<file path="src/spcz_pkg.sv">
/*
  Shared constants and carriers for the serial port control register
  block: register offset, field positions, reset value and the packed
  structs that carry control fields and status flags between modules.
  Assumes a single 10 MHz clock domain and a word-wide register port.
*/
package spcz_pkg;

  // ----------------------------------------------------------------
  // Register map
  // ----------------------------------------------------------------
  localparam int          ADDR_W         = 8;        // Register port address width
  localparam logic [7:0]  OFS_CTL_ZERO   = 8'h0C;    // serial_control_zero offset
  localparam logic [31:0] CTL_ZERO_RESET = 32'h0000_0000;
  localparam int          CTL_USED_W     = 14;       // Implemented bits 13..0

  // ----------------------------------------------------------------
  // Field positions
  // ----------------------------------------------------------------
  localparam int POS_UNIT_ON   = 13;
  localparam int POS_LEN_NINE  = 12;
  localparam int POS_WAKE_SEL  = 11;
  localparam int POS_PARITY_ON = 10;
  localparam int POS_PAR_ODD   = 9;
  localparam int POS_MUTE      = 1;
  localparam int POS_BREAK     = 0;

  // ----------------------------------------------------------------
  // Frame layout
  // ----------------------------------------------------------------
  localparam int          DATA_W        = 9;         // Widest data word
  localparam int          ADDR_MATCH_W  = 4;         // Low bits compared for wake
  localparam logic [3:0]  FRAME_BITS_8  = 4'hA;      // Start + 8 data + stop
  localparam logic [3:0]  FRAME_BITS_9  = 4'hB;      // Start + 9 data + stop

  // Control fields, in register bit order from 13 down to 0
  typedef struct packed {
    logic unit_on;
    logic word_length_nine;
    logic wake_select;
    logic parity_on;
    logic parity_odd_select;
    logic parity_fault_irq_on;
    logic tx_buffer_free_irq_on;
    logic tx_done_irq_on;
    logic rx_full_irq_on;
    logic quiet_line_irq_on;
    logic transmitter_on;
    logic receiver_on;
    logic receiver_mute;
    logic send_break_request;
  } spcz_ctl_t;

  // Status flags kept by the shifter and flag logic outside
  typedef struct packed {
    logic parity_fault_flag;
    logic tx_buffer_free_flag;
    logic transfer_done_flag;
    logic rx_holding_full_flag;
    logic overflow_fault_flag;
    logic quiet_line_flag;
  } spcz_flags_t;

endpackage

</file>
<file path="src/spcz_ctl.sv">
/*
  Serial port control register zero and the behaviour it steers:
  unit, transmitter and receiver enables, word length, parity, mute
  mode with idle or address wake, break request and the combined
  interrupt request. Assumes the shifter and flag logic sit outside,
  report frames and break completion as one-cycle pulses, and keep
  the status flags as levels.
*/
// Decided for this implementation: the strobed register port.
//
// Summary of operation
// - Register at 0x0C, resets zero, word access.
// - Bit 11 picks idle or address wake.
// - Bit 10 enables parity, bit 9 odd.
// - Bit 8 gates parity fault interrupt.
// - Bit 7 gates transmit buffer free interrupt.
// - Bit 6 gates transmission done interrupt.
// - Bit 5 gates receive full or overflow.
// - Bit 4 gates quiet line interrupt.
// - Bit 3 enables transmitter when bit 13 is set.
// - Bit 2 enables receiver when bit 13 is set.
// - Bit 1 holds mute, software sets/clears.
// - Idle wake: idle frame clears mute.
// - Address wake: match clears, mismatch sets mute.
// - Bit 0 requests one break frame.
// - Hardware clears break bit when sent.
// - Compare low four bits with node address.
// - Parity replaces top transmitted data bit.
// - Idle frame is one frame time high.
//
`timescale 1ns/1ps
module spcz_ctl
  import spcz_pkg::*;
(
  input  wire logic                              mclk,
  input  wire logic                              reset,
  input  wire logic [spcz_pkg::ADDR_W-1:0]       reg_addr,
  input  wire logic [31:0]                       reg_wdata,
  input  wire logic                              reg_wr,
  input  wire logic                              reg_rd,
  output logic      [31:0]                       reg_rdata,
  input  wire spcz_pkg::spcz_flags_t             flags,
  input  wire logic [spcz_pkg::ADDR_MATCH_W-1:0] node_address,
  input  wire logic                              rx_line,
  input  wire logic                              bit_tick,
  input  wire logic                              rx_frame_valid,
  input  wire logic [spcz_pkg::DATA_W-1:0]       rx_frame_data,
  input  wire logic                              tx_data_load,
  input  wire logic [spcz_pkg::DATA_W-1:0]       tx_data_in,
  output logic      [spcz_pkg::DATA_W-1:0]       tx_word,
  input  wire logic                              break_done,
  output logic                                   break_send,
  output logic                                   transmitter_active,
  output logic                                   receiver_active,
  output logic                                   receiver_muted,
  output logic                                   word_length_nine,
  output logic                                   parity_on,
  output logic                                   parity_odd_select,
  output logic                                   idle_frame_seen,
  output logic                                   irq
);
  import spcz_pkg::*;

  // ----------------------------------------------------------------
  // Register decode
  // ----------------------------------------------------------------
  spcz_ctl_t   ctl_q;          // Control register
  spcz_ctl_t   ctl_d;          // Next control register
  spcz_ctl_t   wr_fields;      // Write data seen as fields
  logic [31:0] rdata_q;        // Read data register
  logic [31:0] rdata_d;        // Next read data
  logic        irq_q;          // Registered interrupt request
  logic        irq_d;          // Next interrupt request
  logic        hit_ctl;        // Address selects the control word
  logic        wr_ctl;         // Write to the control word
  logic        rd_ctl;         // Read of the control word

  // Only the one word address decodes; others read as zero
  assign hit_ctl   = reg_addr == OFS_CTL_ZERO;
  assign wr_ctl    = reg_wr && hit_ctl;
  assign rd_ctl    = reg_rd && hit_ctl;
  // Upper bits are kept zero by software and are not stored
  assign wr_fields = spcz_ctl_t'(reg_wdata[CTL_USED_W-1:0]);

  // ----------------------------------------------------------------
  // Enables
  // ----------------------------------------------------------------
  logic tx_en;    // Transmitter may run
  logic rx_en;    // Receiver may run

  // Each side has its own bit, both gated by the unit bit
  assign tx_en = ctl_q.unit_on && ctl_q.transmitter_on;
  assign rx_en = ctl_q.unit_on && ctl_q.receiver_on;

  // ----------------------------------------------------------------
  // Mute control
  // ----------------------------------------------------------------
  logic addr_match;   // Low bits of a frame equal the node address
  logic idle_pulse;   // Idle frame seen on the receive line
  logic hw_wake;      // Hardware clears mute
  logic hw_mute;      // Hardware sets mute
  logic rx_take;      // Frame accepted while receiving

  assign rx_take    = rx_frame_valid && rx_en;
  // Wake compare uses only the low nibble
  assign addr_match = rx_frame_data[ADDR_MATCH_W-1:0] == node_address;
  // Idle wake only in idle mode
  assign hw_wake    = (!ctl_q.wake_select && idle_pulse)
                   || (ctl_q.wake_select && rx_take && addr_match);
  // Mismatch sends the node back to sleep
  assign hw_mute    = ctl_q.wake_select && rx_take && !addr_match;

  // ----------------------------------------------------------------
  // Next control value
  // ----------------------------------------------------------------
  // Hardware mute events override a write in the same cycle, so a frame
  // that decides the mute state is never lost behind software.
  always_comb begin
    ctl_d = ctl_q;
    if (wr_ctl) begin
      ctl_d = wr_fields;
    end
    if (hw_wake) begin
      ctl_d.receiver_mute = 1'b0;
    end else if (hw_mute) begin
      ctl_d.receiver_mute = 1'b1;
    end
    // Completion clears, but a fresh request in that cycle stands
    if (break_done && !(wr_ctl && wr_fields.send_break_request)) begin
      ctl_d.send_break_request = 1'b0;
    end
  end

  // ----------------------------------------------------------------
  // Interrupt combine
  // ----------------------------------------------------------------
  logic pe_req;   // Parity fault request
  logic tb_req;   // Transmit buffer free request
  logic td_req;   // Transfer done request
  logic rb_req;   // Receive full or overflow request
  logic id_req;   // Quiet line request

  assign pe_req = ctl_q.parity_fault_irq_on && flags.parity_fault_flag;
  assign tb_req = ctl_q.tx_buffer_free_irq_on && flags.tx_buffer_free_flag;
  assign td_req = ctl_q.tx_done_irq_on && flags.transfer_done_flag;
  assign rb_req = ctl_q.rx_full_irq_on
               && (flags.rx_holding_full_flag || flags.overflow_fault_flag);
  assign id_req = ctl_q.quiet_line_irq_on && flags.quiet_line_flag;
  // Unit off silences every source
  assign irq_d  = ctl_q.unit_on && (pe_req || tb_req || td_req || rb_req || id_req);

  // Read data: control word or zero, valid only the next cycle
  assign rdata_d = rd_ctl ? {{(32 - CTL_USED_W){1'b0}}, ctl_q} : 32'h0000_0000;

  // ----------------------------------------------------------------
  // Registers
  // ----------------------------------------------------------------
  // Control word resets to all zeros
  always_ff @(posedge mclk) begin
    if (reset) begin
      ctl_q <= spcz_ctl_t'(CTL_ZERO_RESET[CTL_USED_W-1:0]);
    end else begin
      ctl_q <= ctl_d;
    end
  end

  // Read data and interrupt flops
  always_ff @(posedge mclk) begin
    if (reset) begin
      rdata_q <= 32'h0000_0000;
      irq_q   <= 1'b0;
    end else begin
      rdata_q <= rdata_d;
      irq_q   <= irq_d;
    end
  end

  // ----------------------------------------------------------------
  // Sub-blocks
  // ----------------------------------------------------------------
  // Transmit word former; load ignored while the transmitter is off
  spcz_parity u_parity (
    .mclk              (mclk),
    .reset             (reset),
    .parity_on         (ctl_q.parity_on),
    .parity_odd_select (ctl_q.parity_odd_select),
    .word_length_nine  (ctl_q.word_length_nine),
    .load              (tx_data_load && tx_en),
    .data_in           (tx_data_in),
    .word_out          (tx_word)
  );

  // Idle detector runs only with the receiver on
  spcz_idle u_idle (
    .mclk             (mclk),
    .reset            (reset),
    .enable           (rx_en),
    .word_length_nine (ctl_q.word_length_nine),
    .rx_line          (rx_line),
    .bit_tick         (bit_tick),
    .idle_seen        (idle_pulse)
  );

  // ----------------------------------------------------------------
  // Outputs
  // ----------------------------------------------------------------
  assign reg_rdata          = rdata_q;
  assign irq                = irq_q;
  // One break frame is asked for while the bit stands
  assign break_send         = tx_en && ctl_q.send_break_request;
  assign transmitter_active = tx_en;
  assign receiver_active    = rx_en;
  assign receiver_muted     = ctl_q.receiver_mute;
  assign word_length_nine   = ctl_q.word_length_nine;
  assign parity_on          = ctl_q.parity_on;
  assign parity_odd_select  = ctl_q.parity_odd_select;
  assign idle_frame_seen    = idle_pulse;
endmodule

</file>
<file path="src/spcz_parity.sv">
/*
  Transmit word former: latches a data word and, with parity on,
  replaces its top data bit by the computed parity bit.
  Assumes the load strobe is one cycle and the data stand beside it.
*/
`timescale 1ns/1ps
module spcz_parity
  import spcz_pkg::*;
(
  input  wire logic                        mclk,
  input  wire logic                        reset,
  input  wire logic                        parity_on,
  input  wire logic                        parity_odd_select,
  input  wire logic                        word_length_nine,
  input  wire logic                        load,
  input  wire logic [spcz_pkg::DATA_W-1:0] data_in,
  output logic      [spcz_pkg::DATA_W-1:0] word_out
);
  import spcz_pkg::*;

  // ----------------------------------------------------------------
  // Parity computation
  // ----------------------------------------------------------------
  logic [DATA_W-1:0] word_q;     // Formed word
  logic [DATA_W-1:0] word_d;     // Next formed word
  logic              sum_low8;   // XOR of the bits below an 8-bit MSB
  logic              sum_low9;   // XOR of the bits below a 9-bit MSB
  logic              par_bit;    // Parity bit to insert

  assign sum_low8 = ^data_in[6:0];
  assign sum_low9 = ^data_in[7:0];
  // Even parity makes the count of ones even; odd flips it
  assign par_bit  = (word_length_nine ? sum_low9 : sum_low8) ^ parity_odd_select;

  // MSB replacement depends on the word length
  always_comb begin
    word_d = data_in;
    if (parity_on && word_length_nine) begin
      word_d[8] = par_bit;
    end else if (parity_on) begin
      word_d[7] = par_bit;
    end
  end

  // Word register, only updated on load
  always_ff @(posedge mclk) begin
    if (reset) begin
      word_q <= '0;
    end else if (load) begin
      word_q <= word_d;
    end
  end

  assign word_out = word_q;
endmodule

</file>
<file path="src/spcz_idle.sv">
/*
  Idle frame detector: counts bit ticks while the receive line stays
  high and pulses once when a whole frame time has passed.
  Assumes rx_line and bit_tick are synchronous to mclk.
*/
`timescale 1ns/1ps
module spcz_idle
  import spcz_pkg::*;
(
  input  wire logic       mclk,
  input  wire logic       reset,
  input  wire logic       enable,
  input  wire logic       word_length_nine,
  input  wire logic       rx_line,
  input  wire logic       bit_tick,
  output logic            idle_seen
);
  import spcz_pkg::*;

  // ----------------------------------------------------------------
  // State machine
  // ----------------------------------------------------------------
  typedef enum logic [2:0] {
    ST_ARMED = 3'b001,   // Waiting for high line to count
    ST_COUNT = 3'b010,   // Counting high bit times
    ST_SPENT = 3'b100    // Idle reported, wait for traffic
  } spcz_idle_t;

  spcz_idle_t state_q;      // Current state
  spcz_idle_t state_d;      // Next state
  logic [3:0] count_q;      // High bit times so far
  logic [3:0] count_d;      // Next count
  logic [3:0] frame_len;    // Bit times in one frame

  assign frame_len = word_length_nine ? FRAME_BITS_9 : FRAME_BITS_8;

  // A low line restarts the count; one report per idle stretch
  always_comb begin
    state_d   = state_q;
    count_d   = count_q;
    idle_seen = 1'b0;
    unique case (state_q)
      ST_ARMED: begin
        count_d = '0;
        if (enable && rx_line) begin
          state_d = ST_COUNT;
        end
      end
      ST_COUNT: begin
        if (!enable || !rx_line) begin
          state_d = ST_ARMED;
        end else if (bit_tick && count_q == frame_len - 4'h1) begin
          idle_seen = 1'b1;
          state_d   = ST_SPENT;
        end else if (bit_tick) begin
          count_d = count_q + 4'h1;
        end
      end
      ST_SPENT: begin
        if (!enable || !rx_line) begin
          state_d = ST_ARMED;
        end
      end
      default: begin
        state_d = ST_ARMED;
      end
    endcase
  end

  // State and count registers
  always_ff @(posedge mclk) begin
    if (reset) begin
      state_q <= ST_ARMED;
      count_q <= '0;
    end else begin
      state_q <= state_d;
      count_q <= count_d;
    end
  end
endmodule

</file>
<file path="config.mk">
export PLATFORM = sky130hd
export DESIGN_NAME = spcz_ctl
export DESIGN_NICKNAME = d
export VERILOG_FILES = /design/src/spcz_pkg.sv /design/src/spcz_ctl.sv /design/src/spcz_parity.sv /design/src/spcz_idle.sv
export SDC_FILE = /design/constraint.sdc
export NUM_CORES = 1
export LEC_CHECK = 0
export BUFFER_PORTS_ARGS = -buffer_cell sky130_fd_sc_hd__clkbuf_2
export CAP_MARGIN = 25
export CORE_MARGIN = 5
export CORE_UTILIZATION = 38
export DETAILED_ROUTE_END_ITERATION = 16
export GPL_TIMING_DRIVEN = 0
export HOLD_SLACK_MARGIN = 0.02
export PLACE_DENSITY = 0.73
export SLEW_MARGIN = 5
export SYNTH_ARGS = -nofsm -noshare
export SYNTH_HDL_FRONTEND = slang
export SYNTH_SLANG_ARGS = --single-unit
</file>
<file path="constraint.sdc">
create_clock -name mclk -period 1.8 [get_ports mclk]
set_input_delay 0.36 -clock mclk [delete_from_list [all_inputs] [get_ports mclk]]
set_output_delay 0.36 -clock mclk [all_outputs]
set_load 0.02 [all_outputs]
</file>
# ---- Word level (Yosys, flattened, before mapping)
# Cells that the tools add are included.
dict set report word_totals {
  register_bits 63
  in_bits 77
  out_inout_bits 50
  elab_cells 98
}
dict set report op_classes {
  addsub 2
  eq_ne 12
  n_mux 19
  n_bitwise 2
  reduce_logical 43
}
# op count
set op_table {}
lappend op_table {{logical AND 1 bit} 22}
lappend op_table {{2-to-1 mux 3 bit} 4}
lappend op_table {{2-to-1 mux 4 bit} 3}
lappend op_table {{2-to-1 mux 1 bit} 9}
lappend op_table {{case mux 3 bit (3 select lines)} 1}
lappend op_table {{equality test 4 bit} 2}
lappend op_table {{equality test 8 x 4 -> 1 bit (second input constant)} 1}
lappend op_table {{case mux 4 bit (2 select lines)} 1}
lappend op_table {{parity 8 bit} 1}
lappend op_table {{logical OR 1 bit} 7}
lappend op_table {{parity 7 bit} 1}
lappend op_table {{!= test 2 bit (second input constant)} 3}
lappend op_table {{OR reduction 2 bit} 3}
lappend op_table {{logical NOT 1 bit} 5}
lappend op_table {{adder 4 x 1 -> 4 bit (second input constant)} 1}
lappend op_table {{!= test 2 x 1 -> 1 bit (second input constant)} 2}
lappend op_table {{AND reduction 4 bit} 1}
lappend op_table {{nonzero test 2 bit} 2}
lappend op_table {{subtractor 4 x 1 -> 4 bit (second input constant)} 1}
lappend op_table {{equality test 3 x 1 -> 1 bit (second input constant)} 1}
lappend op_table {{equality test 3 x 2 -> 1 bit (second input constant)} 1}
lappend op_table {{equality test 3 bit (second input constant)} 1}
lappend op_table {{!= test 3 x 1 -> 1 bit (second input constant)} 1}
lappend op_table {{AND reduction 3 bit} 1}
lappend op_table {{other kinds (3)} 3}

# ---- Logic depth before layout (Yosys ltp)
dict set report logic_depth {
  ltp_word 10
  ltp_mapped 6
  depth_no_buf 5
}

# ---- Hierarchy
# A second synthesis with hierarchy kept.
dict set report hier_totals {
  cells_unflattened 209
  hier_area_um2 2094.5
}
# module n_inst cells_each area_per_inst_um2 seq_area_each_um2
set by_module_without_submodules {}
lappend by_module_without_submodules {spcz_ctl 1 118 1228.7 580.6}
lappend by_module_without_submodules {spcz_parity 1 44 440.4 180.2}
lappend by_module_without_submodules {spcz_idle 1 47 425.4 140.1}

# ---- Worst setup path before layout
# Ideal clock, no wire load.
dict set report synth_timing {
  kind {input to register}
  start {in reg_addr[5] (netlist bit)}
  end {reg ctl_q (netlist bit receiver_muted)}
  setup_ns 0.114
  t_arrival_ns 1.734
  t_required_ns 1.686
  slack_ns -0.048
  cell_stages 5
  n_path_buf 0
  path_cell_list {or4_4 nor4_4 nand2_2 mux2i_1 a2111oi_0}
}
dict set report synth_via {
  elab_chain_cells 3
}
# element line_no
set synth_rtl {}
lappend synth_rtl {{from (decl)} spcz_ctl.sv:37} ;# input wire logic [spcz_pkg::ADDR_W-1:0] reg_addr,
lappend synth_rtl {{equality test 8 x 4 -> 1 bit} spcz_ctl.sv:79} ;# assign hit_ctl = reg_addr == OFS_CTL_ZERO;
lappend synth_rtl {{logical AND 1 bit} spcz_ctl.sv:80} ;# assign wr_ctl = reg_wr && hit_ctl;
lappend synth_rtl {{nonzero test 2 bit (no source line)} -}
lappend synth_rtl {{to (signal assigned)} spcz_ctl.sv:161} ;# ctl_q <= spcz_ctl_t'(CTL_ZERO_RESET[CTL_USED_W-1:0]);
lappend synth_rtl {{to (signal assigned)} spcz_ctl.sv:163} ;# ctl_q <= ctl_d;
lappend synth_rtl {{to (decl)} spcz_ctl.sv:67} ;# spcz_ctl_t ctl_q;
# No other way between the ends.
# A chain may end at the register's enable or synchronous reset.

# ---- Worst setup path in the final report
dict set report layout_timing {
  start {reg u_idle.count_q[1]}
  end {out idle_frame_seen}
}
dict set report layout_via {
  elab_chain_cells 5
}
# element line_no
set layout_rtl {}
lappend layout_rtl {{from (decl)} spcz_idle.sv:31} ;# logic [3:0] count_q;
lappend layout_rtl {{from (signal assigned)} spcz_idle.sv:77} ;# count_q <= count_d;
lappend layout_rtl {{equality test 4 bit} spcz_idle.sv:52} ;# end else if (bit_tick && count_q == frame_len - 4'h1) begin
lappend layout_rtl {{logical AND 1 bit} spcz_idle.sv:52}
lappend layout_rtl {{2-to-1 mux 1 bit} spcz_idle.sv:52}
lappend layout_rtl {{2-to-1 mux 1 bit} spcz_idle.sv:50} ;# if (!enable || !rx_line) begin
lappend layout_rtl {{2-to-1 mux 1 bit} spcz_idle.sv:42} ;# unique case (state_q)
lappend layout_rtl {{to (decl)} spcz_ctl.sv:59} ;# output logic idle_frame_seen,
# No other way between the ends.

==> results_dict.tcl <==
set metrics [dict create \
    finalInstanceArea_mm2 0.00274 \
    fmax_mhz 527 \
    hpwl_um 3750 \
    maxCapViolations 0 \
    synth_area_mm2 0.00199 \
    status "finished, violations left" \
    leakage_nw 1.36 \
    violations "negative setup slack" \
    cts_hold_buf 0 \
    track_usage_pct 14.0 \
    diodes 0 \
    relSlewSlack_pct 65.1 \
    period_share_pct 105 \
    synthTopCellsByArea "dfxtp_1, mux2i_1, buf_4, and2_1, xnor2_1" \
    route.met2.wl_um 2280 \
    coreArea_mm2 0.00511 \
    rsz0062_at_grt "yes" \
    cp.required_ps 1440 \
    cts_root_buffer "clkbuf_8" \
    portBuffers 85 \
    finalHoldViolations 0 \
    avgSynthCellArea_um2 9.33 \
    cts_max_level 2 \
    dr.max_layer_used "met4" \
    nNetsFinal 404 \
    die_x_um 82.3 \
    overflow 0 \
    slew_violations 0 \
    power_density_mw_per_mm2 716 \
    yosysTopAreaCell "dfxtp_1" \
    critPathSlowestCell "or3b_1" \
    place_area_mm2 0.00257 \
    hold-worst-slack_ps 298 \
    rows 26 \
    seq_area_frac_synth_pct 45.3 \
    grt_pass1_vias 1654 \
    cp.arrival_ps 1540 \
    dieArea_mm2 0.00678 \
    cts.sinks 45 \
    endpoint_kind "output port" \
    path_cells "or3b_1 -> a211o_1 -> nor2_2 -> clkbuf_8" \
    die_y_um 82.3 \
    synth-seq-cells 45 \
    initial_core_util_pct 38.9 \
    cts.path.max_buffers 2 \
    synth_common_cells "dfxtp_1, nand2_1, nor2_1, buf_4, and2_1" \
    io_pins 127 \
    synth_edf_count 0 \
    viasPerCell 4.43 \
    synth_top_area_share_pct 45.3 \
    max_stage_delay_ps 360 \
    n_fill_cell 486 \
    drive_gt1_share_pct 39.1 \
    ys_warn_count 0 \
    max_slew.worst_pin.slew_ps 524 \
    fin_ws_ps -95.7 \
    place_congestion 0.806 \
    cts_made_buffers 5 \
    ant_nets 0 \
    synth_cells 213 \
    route.detailed.drc 0 \
    utilization_pct 53.6 \
    grt_max_degree 14 \
    fin_crit_ps 1900 \
    cts_tree "built" \
    crit_fanout 2 \
    grt_pass1_wl_um 7240 \
    wl_met3_um 423 \
    wl_met1_um 1950 \
    synth_cell_types 39 \
    ir_drop_v 0.000305 \
    clk_pin_slew_worst_paths_ps 80 \
    drt_iter0_drc 38 \
    hp-class "in2reg" \
    yosys.cell_count.top_type "dfxtp_1" \
    drtPass1Iterations 4 \
    wirelength_um 4720 \
    num_vias 1759 \
    ys.flop_type "dfxtp_1" \
    antenna_found_initial 0 \
    setup_violations 1 \
    fin_skew_ps 5.81 \
    critPathKind "reg2out" \
    synthArstFlopShare_pct 0 \
    wl_per_cell_um 11.9 \
    clkLatencyLatePin_ps 290 \
    cp-start-kind "register" \
    area_growth_pct 37.6 \
]
power by group:
group	internal (mW)	total, mW	switching [mW]
Sequential	0.993	0.993	0.000364
Combinational	0.0991	0.194	0.0949
Clock	0.452	0.772	0.320
Total	1.54	1.96	0.415
through the flow:
stage	instances	total power [mW]	TNS, ps	worst slack [ps]
final	397	1.96	-95.7	-95.7
after global routing	397	2.05	-251	-172
after CTS	397	1.98	-118	-118
after detailed placement	385	1.21	-3740	-239
after global placement	385	1.21	-3290	-204
after floorplan	230	1.14	-15.9	-15.9
sequential cells by signal (all words and copies together), names as in the netlist:
register and cells:
parity_on 1, u_parity.word_out 9, word_length_nine 1, ctl_q 10, u_idle.state_q 3, u_idle.count_q 4, irq 1, reg_rdata 14
parity_odd_select 1, receiver_muted 1
critical path: cells and delay by family, from the launching register on:
kind            cells  cell delay, ps
flops               1             320
compound gates      1             300
simple gates        2             470
buf+inv             1             150
area by class of cell:
type / instances / area, µm² / share of cell area (%)
sequential: 45 / 907 / 33.2
tap: 70 / 87.6 / 3.20
timing repair buffer: 89 / 464 / 17.0
buffer: 24 / 166 / 6.08
inverter: 2 / 7.51 / 0.274
multi-input combinational: 159 / 986 / 36.0
clock inverter: 1 / 30.0 / 1.10
clock buffer: 7 / 86.3 / 3.16
final timing paths:
check / startpoint / end / slack [ps] / cells past startpoint
worst max-delay path: u_idle.count_q[1]$_SDFFE_PP0P_ / idle_frame_seen / -100 / 4
worst min-delay path: reg_wdata[9] / parity_odd_select$_SDFFE_PP0P_ / 300 / 3
worst max register to register: u_idle.count_q[1]$_SDFFE_PP0P_ / u_idle.count_q[0]$_SDFFE_PP0P_ / 30 / 6
worst min register to register: u_parity.word_out[4]$_SDFFE_PP0P_ / u_parity.word_out[4]$_SDFFE_PP0P_ / 460 / 2
cells by family (layout without fill, tap and decap cells):
| kind of cell | Yosys count | after routing | synth area share [%] |
|---|---|---|---|
| AOI/OAI and AO/OA | 23 | 23 | 7.24 |
| xor gates and xnor gates | 14 | 14 | 6.17 |
| adders and majority gates | 1 | 1 | 0.629 |
| buffers and inverters | 26 | 123 | 8.75 |
| DFF | 45 | 45 | 45.3 |
| muxes | 15 | 15 | 7.80 |
| other | 1 | 18 | 0.189 |
| and+or+nand+nor | 88 | 88 | 23.9 |
metal layers:
metal	GRT usage, %	up-vias
met2	24.4	64
met3	4.99	7
met4	4.65	0
li1	-	904
met1	15.8	784
met5	0	-
layout by cell type, fill, tap and decap left out, drive strengths merged, types with 2 or more instances in the layout:
cell type  instances
a2111oi            2
o211ai             2
o21ai              2
nand2b             5
a211o              2
dfxtp             45
nor2              21
a22oi              2
conb              18
nand3b             2
nand3              4
xnor2             11
nand4              3
inv                2
clkbuf            96
and2              17
a21oi             12
nand2             21
nor4               2
xor2               3
and3               4
mux2i             14
nor3               3
buf               24
timing repair:
item | in CTS | in global routing
pin swaps | 3 | 0
endpoints found under the hold margin | 0 | 0
setup endpoints to repair | 2 | 3
buffers inserted | 4 | 0
resized for setup | 6 | 2
Note: power is estimated with default switching activity, not from simulation.
